File: src/hw/spg_pkg.sv
// Constants, register map and carrier types of the sync pulse generator
// Operation
// - Mode 00: horizontal free-run, period from 10-bit value
// - Mode 01: follow horizontal input, insert missing pulses
// - Mode 11: follow horizontal input, no insertion
// - Free horizontal width is code plus two clocks
// - Vertical mode 00: period is count times lines
// - Vertical mode 01: follow input, insert missing pulses
// - Vertical mode 11: follow input, no insertion
// - Free vertical width is code plus two lines
// - Internal generators produce active-high pulses
// - Output stage applies polarity selection to the sync and clamp outputs
// - Clamp enable gives clamp with every horizontal pulse
// - Clamp starts after front or back porch
// - Clamp width is four times code plus five
// - Pattern only when enabled and free-running
// - Suspend bit disables the H/V generators and pattern; the clamp only freezes in its state
// - Vertical flag edge: 0 rising, 1 falling
// - Input selects: pins or green/separated sources
// - Output polarity bit: 0 positive, 1 negative
// - Pattern: white, hatch, black, inverse hatch
// - Clamp polarity; disabled output holds static level
package spg_pkg;

  localparam int APB_ADDR_W = 12;
  localparam int APB_DATA_W = 32;
  localparam int REG_W = 8;

  // Register indices; byte address is four times the index
  localparam logic [7:0] IDX_MODE_DETECT_CONTROL = 8'hf1;
  localparam logic [7:0] IDX_MODE_DETECT_FLAGS = 8'hf2;
  localparam logic [7:0] IDX_HVGEN = 8'hf9;
  localparam logic [7:0] IDX_CPGEN = 8'hfa;
  localparam logic [7:0] IDX_VFH = 8'hfb;
  localparam logic [7:0] IDX_VFL = 8'hfc;
  localparam logic [7:0] IDX_HFH = 8'hfd;
  localparam logic [7:0] IDX_HFL = 8'hfe;
  localparam logic [1:0] ADDR_LSBS = 2'h0;
  localparam logic [REG_W-1:0] REG_RESET = 8'h00;

  // mode_detect_control fields
  localparam int MODE_DETECT_CONTROL_SUSPEND = 7;
  localparam int MODE_DETECT_CONTROL_CLAMP_EN = 6;
  localparam int MODE_DETECT_CONTROL_PAT_EN = 5;
  localparam int MODE_DETECT_CONTROL_VIRQ_EDGE = 2;
  localparam int MODE_DETECT_CONTROL_HSEL = 1;
  localparam int MODE_DETECT_CONTROL_V_INPUT_SELECT = 0;
  localparam logic [REG_W-1:0] MODE_DETECT_CONTROL_MASK = 8'he7;
  // Generation control fields
  localparam int HVGEN_H_IN_POLARITY = 6;
  localparam int HVGEN_HMODE = 4;
  localparam int HVGEN_V_IN_POLARITY = 2;
  localparam int HVGEN_VMODE = 0;
  localparam logic [REG_W-1:0] HVGEN_MASK = 8'h77;
  // Clamp and pattern control fields
  localparam int CPGEN_CLAMP_POLARITY = 7;
  localparam int CPGEN_CFB = 6;
  localparam int CPGEN_CPW = 3;
  localparam int CPGEN_PATTERN_SELECT = 0;
  localparam logic [REG_W-1:0] CPGEN_MASK = 8'hfb;
  localparam logic [REG_W-1:0] HFL_MASK = 8'hdf;
  localparam int MODE_DETECT_FLAGS_VIRQ = 6;

  // Generator modes
  localparam logic [1:0] MODE_FREE = 2'h0;
  localparam logic [1:0] MODE_INSERT = 2'h1;
  localparam logic [1:0] MODE_FOLLOW = 2'h3;
  // Patterns
  localparam logic [1:0] PAT_WHITE = 2'h0;
  localparam logic [1:0] PAT_HATCH = 2'h1;
  localparam logic [1:0] PAT_BLACK = 2'h2;
  localparam logic [1:0] PAT_INV_HATCH = 2'h3;
  localparam int PAT_GRID_BITS = 4;

  // Width laws
  localparam logic [5:0] H_WIDTH_BIAS = 6'h02;
  localparam logic [4:0] V_WIDTH_BIAS = 5'h02;
  localparam logic [5:0] CLAMP_BIAS = 6'h05;

  // Generator timebase: 12 MHz enable derived from 250 MHz by accumulation
  localparam int REF_CLK_KHZ = 250000;
  localparam int GEN_CLK_KHZ = 12000;
  localparam logic [17:0] ACC_STEP = 18'(GEN_CLK_KHZ);
  localparam logic [17:0] ACC_MOD = 18'(REF_CLK_KHZ);

  typedef struct packed {
    logic psel;
    logic penable;
    logic pwrite;
    logic [APB_ADDR_W-1:0] paddr;
    logic [APB_DATA_W-1:0] pwdata;
  } spg_apb_req_t;

  typedef struct packed {
    logic [APB_DATA_W-1:0] prdata;
    logic pready;
    logic pslverr;
  } spg_apb_rsp_t;

  // Flags from the measurement side, shown in mode_detect_flags
  typedef struct packed {
    logic h_present;
    logic v_present;
    logic h_in_polarity;
    logic v_in_polarity;
    logic h_change_flag;
    logic v_change_flag;
  } spg_meas_t;

  typedef struct packed {
    logic h_sync_output;
    logic v_sync_output;
    logic clamp_output;
    logic pattern_output;
  } spg_sync_out_t;

endpackage : spg_pkg

File: src/hw/spg_sync_gen.sv
// Sync pulse generator: APB registers, H/V generators, clamp and pattern
`timescale 1ns/1ps
module spg_sync_gen (
  input wire logic ref_clk,
  input wire logic rst,
  input wire spg_pkg::spg_apb_req_t apb_req,
  output spg_pkg::spg_apb_rsp_t apb_rsp,
  input wire logic h_sync_input,
  input wire logic v_sync_input,
  input wire logic green_sync_input,
  input wire logic sep_v_sync_input,
  input wire spg_pkg::spg_meas_t meas,
  output logic v_irq_flag,
  output spg_pkg::spg_sync_out_t sync_out
);
  import spg_pkg::*;

  typedef enum logic {CL_IDLE, CL_PULSE} spg_clamp_state_t;

  logic [REG_W-1:0] mode_detect_control;
  logic [REG_W-1:0] hv_gen_control;
  logic [REG_W-1:0] clamp_pat_control;
  logic [REG_W-1:0] v_free_hi;
  logic [REG_W-1:0] v_free_lo;
  logic [REG_W-1:0] h_free_hi;
  logic [REG_W-1:0] h_free_lo;
  logic [APB_DATA_W-1:0] prdata;
  logic [17:0] gen_acc;
  logic tick;
  logic h_sel_prev;
  logic v_sel_prev;
  logic [9:0] hf_cnt;
  logic [9:0] hw_cnt;
  logic h_ins;
  logic [11:0] vf_cnt;
  logic [11:0] vw_cnt;
  logic v_ins;
  logic h_int_prev;
  logic [5:0] clamp_cnt;
  spg_clamp_state_t clamp_state;

  // Field views
  wire sync_suspend = mode_detect_control[MODE_DETECT_CONTROL_SUSPEND];
  wire clamp_enable = mode_detect_control[MODE_DETECT_CONTROL_CLAMP_EN];
  wire pattern_enable = mode_detect_control[MODE_DETECT_CONTROL_PAT_EN];
  wire v_irq_edge_select = mode_detect_control[MODE_DETECT_CONTROL_VIRQ_EDGE];
  wire h_input_select = mode_detect_control[MODE_DETECT_CONTROL_HSEL];
  wire v_input_select = mode_detect_control[MODE_DETECT_CONTROL_V_INPUT_SELECT];
  wire h_out_polarity = hv_gen_control[HVGEN_H_IN_POLARITY];
  wire v_out_polarity = hv_gen_control[HVGEN_V_IN_POLARITY];
  wire [1:0] h_gen_mode = hv_gen_control[HVGEN_HMODE +: 2];
  wire [1:0] v_gen_mode = hv_gen_control[HVGEN_VMODE +: 2];
  wire clamp_polarity = clamp_pat_control[CPGEN_CLAMP_POLARITY];
  wire clamp_porch_select = clamp_pat_control[CPGEN_CFB];
  wire [2:0] clamp_width = clamp_pat_control[CPGEN_CPW +: 3];
  wire [1:0] pattern_select = clamp_pat_control[CPGEN_PATTERN_SELECT +: 2];
  wire [9:0] h_free_period = {h_free_hi, h_free_lo[7:6]};
  wire [4:0] h_out_width = h_free_lo[4:0];
  wire [11:0] v_free_count = {v_free_hi, v_free_lo[7:4]};
  wire [3:0] v_out_width = v_free_lo[3:0];

  // APB decode; zero wait states, so read data is captured in the setup cycle
  // Index bits above the byte must be zero, or aliases would decode
  wire [APB_ADDR_W-3:0] idx_full = apb_req.paddr[APB_ADDR_W-1:2];
  wire [7:0] reg_idx = idx_full[7:0];
  wire idx_hi_ok = (idx_full[APB_ADDR_W-3:8] == '0);
  wire addr_ok = (apb_req.paddr[1:0] == ADDR_LSBS) && idx_hi_ok && (reg_idx == IDX_MODE_DETECT_CONTROL ||
    reg_idx == IDX_MODE_DETECT_FLAGS || reg_idx == IDX_HVGEN || reg_idx == IDX_CPGEN ||
    reg_idx == IDX_VFH || reg_idx == IDX_VFL || reg_idx == IDX_HFH || reg_idx == IDX_HFL);
  wire setup = apb_req.psel && !apb_req.penable;
  wire access = apb_req.psel && apb_req.penable;
  wire wr_en = access && apb_req.pwrite && addr_ok;
  wire [REG_W-1:0] wdata = apb_req.pwdata[REG_W-1:0];

  logic [REG_W-1:0] rd_mux;
  always_comb begin
    case (reg_idx)
      IDX_MODE_DETECT_CONTROL: rd_mux = mode_detect_control;
      IDX_MODE_DETECT_FLAGS: rd_mux = {1'b0, v_irq_flag, meas.h_present, meas.v_present,
        meas.h_in_polarity, meas.v_in_polarity, meas.h_change_flag, meas.v_change_flag};
      IDX_HVGEN: rd_mux = hv_gen_control;
      IDX_CPGEN: rd_mux = clamp_pat_control;
      IDX_VFH: rd_mux = v_free_hi;
      IDX_VFL: rd_mux = v_free_lo;
      IDX_HFH: rd_mux = h_free_hi;
      IDX_HFL: rd_mux = h_free_lo;
      default: rd_mux = REG_RESET;
    endcase
  end

  always_ff @(posedge ref_clk) begin
    if (rst) begin
      prdata <= '0;
    end else if (setup) begin
      prdata <= (addr_ok && !apb_req.pwrite) ? {24'h000000, rd_mux} : '0;
    end
  end

  assign apb_rsp.prdata = prdata;
  assign apb_rsp.pready = 1'b1;
  assign apb_rsp.pslverr = access && !addr_ok;

  always_ff @(posedge ref_clk) begin
    if (rst) begin
      mode_detect_control <= REG_RESET;
      hv_gen_control <= REG_RESET;
      clamp_pat_control <= REG_RESET;
      v_free_hi <= REG_RESET;
      v_free_lo <= REG_RESET;
      h_free_hi <= REG_RESET;
      h_free_lo <= REG_RESET;
    end else if (wr_en) begin
      case (reg_idx)
        IDX_MODE_DETECT_CONTROL: mode_detect_control <= wdata & MODE_DETECT_CONTROL_MASK;
        IDX_HVGEN: hv_gen_control <= wdata & HVGEN_MASK;
        IDX_CPGEN: clamp_pat_control <= wdata & CPGEN_MASK;
        IDX_VFH: v_free_hi <= wdata;
        IDX_VFL: v_free_lo <= wdata;
        IDX_HFH: h_free_hi <= wdata;
        IDX_HFL: h_free_lo <= wdata & HFL_MASK;
        default: ;
      endcase
    end
  end

  // 12 MHz generator enable; fractional so the average rate is exact
  wire [17:0] acc_sum = gen_acc + ACC_STEP;
  always_ff @(posedge ref_clk) begin
    if (rst || sync_suspend) begin
      gen_acc <= '0;
      tick <= 1'b0;
    end else begin
      tick <= (acc_sum >= ACC_MOD);
      gen_acc <= (acc_sum >= ACC_MOD) ? acc_sum - ACC_MOD : acc_sum;
    end
  end

  // Input selection and edge detection at the generator rate
  wire h_sel = h_input_select ? green_sync_input : h_sync_input;
  wire v_sel = v_input_select ? sep_v_sync_input : v_sync_input;
  wire h_rise = tick && h_sel && !h_sel_prev;
  wire v_rise = tick && v_sel && !v_sel_prev;
  wire v_fall = tick && !v_sel && v_sel_prev;

  always_ff @(posedge ref_clk) begin
    if (rst) begin
      h_sel_prev <= 1'b0;
      v_sel_prev <= 1'b0;
    end else if (tick) begin
      h_sel_prev <= h_sel;
      v_sel_prev <= v_sel;
    end
  end

  // Vertical flag; a new edge wins over a write-one clear in the same cycle
  wire v_irq_event = v_irq_edge_select ? v_fall : v_rise;
  wire v_irq_clear = wr_en && reg_idx == IDX_MODE_DETECT_FLAGS && wdata[MODE_DETECT_FLAGS_VIRQ];
  always_ff @(posedge ref_clk) begin
    if (rst) begin
      v_irq_flag <= 1'b0;
    end else if (v_irq_event) begin
      v_irq_flag <= 1'b1;
    end else if (v_irq_clear) begin
      v_irq_flag <= 1'b0;
    end
  end

  // Free-running horizontal timebase; a zero period is treated as one clock
  wire [9:0] h_last = (h_free_period == '0) ? '0 : h_free_period - 10'h001;
  wire hf_wrap = tick && (hf_cnt == h_last);
  always_ff @(posedge ref_clk) begin
    if (rst || sync_suspend) begin
      hf_cnt <= '0;
    end else if (tick) begin
      hf_cnt <= (hf_cnt == h_last) ? '0 : hf_cnt + 10'h001;
    end
  end

  // Horizontal watchdog: restarted by input edges, inserts on timeout
  always_ff @(posedge ref_clk) begin
    if (rst || sync_suspend) begin
      hw_cnt <= '0;
      h_ins <= 1'b0;
    end else if (h_rise) begin
      hw_cnt <= '0;
      h_ins <= 1'b0;
    end else if (tick) begin
      hw_cnt <= (hw_cnt == h_last) ? '0 : hw_cnt + 10'h001;
      if (hw_cnt == h_last) begin
        h_ins <= 1'b1;
      end
    end
  end

  wire [5:0] h_width = {1'b0, h_out_width} + H_WIDTH_BIAS;
  wire h_free_pulse = {2'b00, hf_cnt} < {4'h0, h_width};
  wire h_ins_pulse = h_ins && ({2'b00, hw_cnt} < {4'h0, h_width});
  logic h_int;
  always_comb begin
    case (h_gen_mode)
      MODE_FREE: h_int = h_free_pulse;
      MODE_INSERT: h_int = h_sel || h_ins_pulse;
      MODE_FOLLOW: h_int = h_sel;
      default: h_int = 1'b0;
    endcase
    if (sync_suspend) begin
      h_int = 1'b0;
    end
  end

  // Vertical timebase counts free-running lines
  wire [11:0] v_last = (v_free_count == '0) ? '0 : v_free_count - 12'h001;
  always_ff @(posedge ref_clk) begin
    if (rst || sync_suspend) begin
      vf_cnt <= '0;
    end else if (hf_wrap) begin
      vf_cnt <= (vf_cnt == v_last) ? '0 : vf_cnt + 12'h001;
    end
  end

  always_ff @(posedge ref_clk) begin
    if (rst || sync_suspend) begin
      vw_cnt <= '0;
      v_ins <= 1'b0;
    end else if (v_rise) begin
      vw_cnt <= '0;
      v_ins <= 1'b0;
    end else if (hf_wrap) begin
      vw_cnt <= (vw_cnt == v_last) ? '0 : vw_cnt + 12'h001;
      if (vw_cnt == v_last) begin
        v_ins <= 1'b1;
      end
    end
  end

  wire [4:0] v_width = {1'b0, v_out_width} + V_WIDTH_BIAS;
  wire v_free_pulse = vf_cnt < {7'h00, v_width};
  wire v_ins_pulse = v_ins && (vw_cnt < {7'h00, v_width});
  logic v_int;
  always_comb begin
    case (v_gen_mode)
      MODE_FREE: v_int = v_free_pulse;
      MODE_INSERT: v_int = v_sel || v_ins_pulse;
      MODE_FOLLOW: v_int = v_sel;
      default: v_int = 1'b0;
    endcase
    if (sync_suspend) begin
      v_int = 1'b0;
    end
  end

  // Clamp: front porch ends at the pulse lead, back porch at its trail
  wire h_lead = tick && h_int && !h_int_prev;
  wire h_trail = tick && !h_int && h_int_prev;
  wire clamp_start = clamp_enable && (clamp_porch_select ? h_trail : h_lead);
  wire [5:0] clamp_len = {1'b0, clamp_width, 2'b00} + CLAMP_BIAS;

  always_ff @(posedge ref_clk) begin
    if (rst) begin
      h_int_prev <= 1'b0;
    end else if (tick) begin
      h_int_prev <= h_int;
    end
  end

  always_ff @(posedge ref_clk) begin
    if (rst || !clamp_enable) begin
      clamp_state <= CL_IDLE;
      clamp_cnt <= '0;
    end else begin
      case (clamp_state)
        CL_IDLE: begin
          if (clamp_start) begin
            clamp_state <= CL_PULSE;
            clamp_cnt <= clamp_len;
          end
        end
        CL_PULSE: begin
          if (tick) begin
            clamp_cnt <= clamp_cnt - 6'h01;
            if (clamp_cnt == 6'h01) begin
              clamp_state <= CL_IDLE;
            end
          end
        end
        default: clamp_state <= CL_IDLE;
      endcase
    end
  end

  // Pattern: grid lines from the free-running counters
  wire hatch = (hf_cnt[PAT_GRID_BITS-1:0] == '0) || (vf_cnt[PAT_GRID_BITS-1:0] == '0);
  logic pat_pix;
  always_comb begin
    case (pattern_select)
      PAT_WHITE: pat_pix = 1'b1;
      PAT_HATCH: pat_pix = hatch;
      PAT_BLACK: pat_pix = 1'b0;
      PAT_INV_HATCH: pat_pix = !hatch;
      default: pat_pix = 1'b0;
    endcase
  end
  wire pat_on = pattern_enable && h_gen_mode == MODE_FREE && v_gen_mode == MODE_FREE &&
    !sync_suspend;

  // Registered output stage
  always_ff @(posedge ref_clk) begin
    if (rst) begin
      sync_out <= '0;
    end else begin
      sync_out.h_sync_output <= h_int ^ h_out_polarity;
      sync_out.v_sync_output <= v_int ^ v_out_polarity;
      sync_out.clamp_output <= (clamp_state == CL_PULSE) ^ clamp_polarity;
      sync_out.pattern_output <= pat_on && pat_pix;
    end
  end
endmodule : spg_sync_gen

File: config.mk
export PLATFORM = sky130hd
export DESIGN_NAME = spg_sync_gen
export DESIGN_NICKNAME = d
export VERILOG_FILES = /design/src/hw/spg_pkg.sv /design/src/hw/spg_sync_gen.sv
export SDC_FILE = /design/constraint.sdc
export NUM_CORES = 1
export LEC_CHECK = 0
export ABC_CLOCK_PERIOD_IN_PS = 6200
export BUFFER_PORTS_ARGS = -buffer_cell sky130_fd_sc_hd__buf_2
export CAP_MARGIN = 40
export CORE_MARGIN = 2
export CORE_UTILIZATION = 61
export CTS_CLUSTER_SIZE = 40
export DETAILED_ROUTE_END_ITERATION = 10
export PLACE_DENSITY = 0.83
export SLEW_MARGIN = 20
export SYNTH_ARGS = -nofsm -noshare
export SYNTH_HDL_FRONTEND = slang
export SYNTH_SLANG_ARGS = --single-unit
File: constraint.sdc
create_clock -name ref_clk -period 6.2 [get_ports ref_clk]
set_input_delay 0.62 -clock ref_clk [delete_from_list [all_inputs] [get_ports ref_clk]]
set_output_delay 0.62 -clock ref_clk [all_outputs]
set_load 0.01 [all_outputs]
After elaboration in Yosys (flattened, before gate mapping)
Index checks and enable logic that the tools add are counted.

Register bits after elaboration: 162. Input port bits: 59.

Add/sub/neg operators: 12. Order comparisons: 5. Equality and inequality tests: 22. Muxes and demuxes: 27. Bitwise logic cells: 4. Reductions and logical operators: 73.

Operator list (count): $eq 8x8->1 const B (8); $pmux 8 s8 (1); $mux 12 (3); $mux 10 (3); $logic_and 1x1->1 (28); $add 12x1->12 const B (2); $eq 12x12->1 (2); $lt 12x5->1 (2); $add 10x1->10 const B (2); $eq 10x10->1 (2); $lt 10x6->1 (2); $reduce_and 2->1 (10); $add 18x14->18 const B (1); $ge 18x18->1 const B (1); $mux 18 (1); $sub 18x18->18 const B (1); $logic_not 12->1 (1); $logic_or 1x1->1 (12); $mux 6 (2); $pmux 6 s2 (1); $sub 12x1->12 const B (1); $logic_not 1->1 (11); $mux 1 (11); $logic_not 10->1 (1); other kinds (19) (34).

Longest topological paths before layout
Word-level depth: 14. Gate-level depth with buffers: 14. Gate-level depth less buffers: 11.

Least setup slack after synthesis
OpenSTA, ideal clock, no wires.

Path kind: reg-to-reg. Start: reg h_free_lo[6]. End: reg vw_cnt[9]. Library setup time: 0.067 ns. Data arrival time: 3.233 ns. Data required time: 6.133 ns. Slack: 2.899 ns. Cell stages (with the launch flop): 13. Cell sequence: dfxtp_1 > clkbuf_1 > inv_1 > ha_1 > nand2b_1 > a2111oi_0 > a2111oi_1 > o211ai_1 > or4_4 > buf_6 > or2_4 > or4_4 > a21oi_2.

Word-level cells in the longest chain between the ends: 4. Elaborated cells between the ends (all ways): 5. Classes of those cells: 1 x add/sub; 1 x eq/ne; 1 x mux; 2 x reduce/logical.

RTL lines: start: declaration (RTL line spg_sync_gen.sv:26) `logic [REG_W-1:0] h_free_lo;`; start signal: assignment (RTL line spg_sync_gen.sv:120) `IDX_HFL: h_free_lo <= wdata & HFL_MASK;`; $sub 10x1->10 / $logic_not 10->1 (equally long branches) (RTL line spg_sync_gen.sv:169) `wire [9:0] h_last = (h_free_period == '0) ? '0 : h_free_period - 10'h001;`; $mux 10 * (RTL line spg_sync_gen.sv:169); $eq 10x10->1 * (RTL line spg_sync_gen.sv:170) `wire hf_wrap = tick && (hf_cnt == h_last);`; $logic_and 1x1->1 * (RTL line spg_sync_gen.sv:170); end signal: assignment (RTL line spg_sync_gen.sv:229) `vw_cnt <= (vw_cnt == v_last) ? '0 : vw_cnt + 12'h001;`; end: declaration (RTL line spg_sync_gen.sv:36) `logic [11:0] vw_cnt;`.

Mark *: on every way between the ends. The rest lies on a longest branch, timed or not. A chain may end at the register's enable or synchronous reset.

Worst setup path in the final report
Start: reg v_free_lo[4]. End: reg vf_cnt[9].

Word-level cells in the longest chain between the ends: 4. Elaborated cells between the ends (all ways): 5. Classes of those cells: 1 x add/sub; 1 x eq/ne; 2 x mux; 1 x reduce/logical.

RTL lines: start: declaration (RTL line spg_sync_gen.sv:24) `logic [REG_W-1:0] v_free_lo;`; start signal: assignment (RTL line spg_sync_gen.sv:118) `IDX_VFL: v_free_lo <= wdata;`; $sub 12x1->12 / $logic_not 12->1 (equally long branches) (RTL line spg_sync_gen.sv:212) `wire [11:0] v_last = (v_free_count == '0) ? '0 : v_free_count - 12'h001;`; $mux 12 * (RTL line spg_sync_gen.sv:212); $eq 12x12->1 * (RTL line spg_sync_gen.sv:217) `vf_cnt <= (vf_cnt == v_last) ? '0 : vf_cnt + 12'h001;`; $mux 12 * (RTL line spg_sync_gen.sv:217); end signal: assignment (RTL line spg_sync_gen.sv:217); end: declaration (RTL line spg_sync_gen.sv:35) `logic [11:0] vf_cnt;`.

Marked as above.

==> impl_metrics.yaml <==
status:
  status: "finished clean"
detailed_routing:
  drc_errors: 0
  finalWirelength_um: 23620
  antenna_violating_nets_post_route: 0
  detail_route.vias_per_cell: 6.364
  route.vias.total: 8343
  drt_first_pass_iters: 5
  routedWlPerCell_um: 18.02
  detail_route.iter0.violations: 899
power_and_ir_drop:
  p_sw_share_pct: 26.73
  pwr_density_cell_nw_per_um2: 223.5
  power.clock.fraction_pct: 48.0
  power_frac_comb_pct: 9.7
  seq_power_share_pct: 42.3
  netSwitchingPower_uw: 569.6
  power.static_leakage_uw: 0.003776
  internal_power_uw: 1562
  max_rail_drop_vdd_mv: 0.2143
die:
  floorplan.core_area_sq_um: 13930
  die_w_um: 123.7
  number_of_top_level_design_ports: 98
  die-area_sq_um: 15300
  row_count: 43
  die_h_um: 123.7
  floorplan.initialDensity_pct: 62.72
global_routing:
  number_of_antenna_violations_at_the_first_check_in_global_routing: 0
  grt_start_max_net_pins: 70
  grt_pass1_wl_um: 38430
  globalRoute.totalOverflow: 0
  grt_usage_pct: 31.90
  vias_in_the_first_global_route: 7699
timing:
  timing.setup.tns_ns: 0
  max_slew.worst_pin.slew_ns: 0.8568
  timing.final.crit_share_pct: 63.05
  timing.final.crit_period_ns: 3.909
  setup_repair_after_global_routing_missed_its_margin: "no"
  fin_worst_skew_ns: 0.009100
  max_freq_ghz: 0.2558
  maxSlewHeadroom_pct: 42.67
  final-hold-violation-count: 0
  slew_viol_final: 0
  layout_setup_ws_ns: 2.291
  report.final.setup_viol: 0
clock_network:
  number_of_clock_buffers_inserted_by_tritoncts: 17
  cts_max_path_buffers: 2
  clkSinkCount: 134
  clock-root-buffer: "clkbuf_16"
  cts_repair_resized_insts: 0
  post_cts.repair.setup_buffers: 0
  cts-htree-levels: 4
  tritoncts_clock_tree: "done"
  cts-hold-fix-buffers: 0
  clock_latency_ns: 0.43
  clkTransAtPathRegs_ns: 0.06
worst_setup_path:
  critPathLaunch: "v_free_lo[4]$_SDFFE_PP0P_"
  crit_path_start_kind: "flop"
  crit_path_top_delay_cell: "or4b_2"
  timing.critical_path.cells: "inv_1 -> ha_1 -> or4b_2 -> nor3_1 -> a21oi_1 -> xor2_1 -> a2111oi_0 -> nand4_1 -> o21ai_0 -> buf_4 -> a21oi_1"
  crit_top_cell: "a21oi_1"
  critical_path.max_stage_delay_ns: 0.69
  crit_arrival_ns: 4.21
  critical_path_required_ns: 6.50
  worstReg2RegStart: "v_free_lo[4]$_SDFFE_PP0P_"
  crit_path_max_fanout: 10
  worstSetupPathType: "flop to flop"
  cp_endpoint_kind: "flop"
layout:
  drive_above_1_share_pct: 10.52
  final_cell_mix: "135 x nor2_1, 134 x dfxtp_1, 81 x nand2_1"
  mostFrequentLayoutCell: "nor2_1"
  fill_cells: 1146
  finalNetCount: 1209
  final_instance_area_sq_um: 9537
  antenna-diode-count: 0
  area_growth_syn_to_layout_pct: 9.120
flow_run:
  max-cap-violations: 0
placed_design:
  place_area_sq_um: 8939
  detailed_placement_hpwl_um: 16980
  place_worst_setup_slack_ns: 2.486
  gp_routability_congestion: 0.9854
  total_of_buffers_placed_on_input_and_output_ports: 48
logic_synthesis:
  async_flop_share_pct: 0
  yosysSeqAreaShare_pct: 30.69
  synthesis.area_per_instance_sq_um: 7.952
  synth_area_sq_um: 8740
  ys_seq_elements: 134
  dominantRegCellSynth: "dfxtp_1"
  synth-edff-count: 0
  postSynthCellCount: 1099
  yosys_warnings: 0
  synth_cell_type_count: 85
hold_path:
  hold_class: "flop to flop"
  holdCritStartpoint: "h_ins$_SDFFE_PP0P_"
final cells by class:
class	instances	area [sq um]	share of cell area, %
flip-flops and latches	134	2683	28.13
inverters	35	131.4	1.378
multi-input cells	869	5574	58.45
repair buffers	61	330.3	3.464
clock buffers	18	429.2	4.500
well taps	180	225.2	2.362
clock inverters	14	163.9	1.719
metrics by stage:
step / total power [uW] / utilization, % / hold slack (ns) / std cells
floorplan: 1080 / - / 0.4207 / 1122
global placement: 1113 / 63.91 / 0.4334 / 1273
detailed placement: 1121 / 64.15 / 0.4457 / 1278
CTS: 2131 / 68.40 / 0.4545 / 1310
global route: 2197 / 68.44 / 0.4697 / 1311
finish: 2131 / 68.44 / 0.4619 / 1311
worst max-delay path, delay by kind of cell (launching register included):
kind,cells,cell delay [ns]
AOI/OAI and AO/OA,4,1.20
DFF,1,0.42
and+or+nand+nor,3,1.39
xor gates and xnor gates,1,0.18
buffers and inverters,2,0.37
adders and majority gates,1,0.22
sequential cells by signal (all words and copies together), names as in the netlist, 4 cells and up:
name	count
prdata	8
vw_cnt	12
sync_out	4
vf_cnt	12
h_free_hi	8
clamp_pat_control	7
mode_detect_control	6
h_free_lo	7
v_free_lo	8
hf_cnt	10
v_free_hi	8
hw_cnt	10
hv_gen_control	6
gen_acc	14
clamp_cnt	6
path summary, 6_finish.rpt:
path	to	slack [ns]	cells after the start
worst max register to register	vf_cnt[9]$_SDFFE_PP0P_	2.29	11
worst min-delay path	h_ins$_SDFFE_PP0P_	0.46	2
worst min register to register	h_ins$_SDFFE_PP0P_	0.46	2
worst max-delay path	vf_cnt[9]$_SDFFE_PP0P_	2.29	11
power by group through the flow:
| stage | Clock, uW | Sequential [uW] | Combinational (uW) |
|---|---|---|---|
| after floorplan | 0 | 916 | 164 |
| after global placement | 0 | 919 | 194 |
| final | 1020 | 902 | 206 |
| after global routing | 1060 | 905 | 230 |
| after CTS | 1030 | 902 | 204 |
| after detailed placement | 0 | 920 | 201 |
cell families after synthesis:
kind of cell    synth area share [%]
flops                          30.69
mux                            5.612
fa+ha+maj                      4.810
compound gates                 17.92
buf+inv                        6.514
xor+xnor                       7.888
other cells                  0.08593
simple gates                   26.47
synthesized netlist by cell type, types with 4 or more instances:
cell type,count,area (sq um)
nor2_1,135,506.7
dfxtp_1,134,2683
nand2_1,81,304.0
a21oi_1,67,335.3
o21ai_0,50,250.2
mux2i_1,49,490.5
clkbuf_1,48,180.2
nand3_1,48,240.2
xnor2_1,44,385.4
inv_1,34,127.6
ha_1,32,400.4
xor2_1,32,280.3
buf_4,25,187.7
or3_1,23,143.9
nand4_1,21,131.4
nor3_1,20,100.1
nor4_1,20,125.1
a22oi_1,19,142.6
nand2b_1,15,93.84
and3_1,12,75.07
a31oi_1,11,68.82
nor2b_1,10,62.56
a21o_1,8,60.06
a21boi_0,7,52.55
o211ai_1,7,52.55
a221oi_1,6,52.55
nor4b_1,6,52.55
o22ai_1,6,37.54
o31ai_1,6,45.04
a2111oi_0,5,43.79
and2_1,5,31.28
and4_1,5,43.79
nand4b_1,5,43.79
nor3b_1,5,37.54
or4_1,5,37.54
a211oi_1,4,30.03
and3b_1,4,35.03
buf_2,4,20.02
nand3b_1,4,30.03
o21a_1,4,30.03
o31a_1,4,35.03
o32ai_1,4,35.03
metal layers:
metal / track usage, % / up-vias / wire (um)
met2: 49.86 / 413 / 10870
met1: 41.48 / 3885 / 9803
met4: 17.19 / 0 / 1062
met5: 0 / - / 0
li1: - / 3954 / -
met3: 6.319 / 91 / 1886
Power figures use the tool's default switching activity.
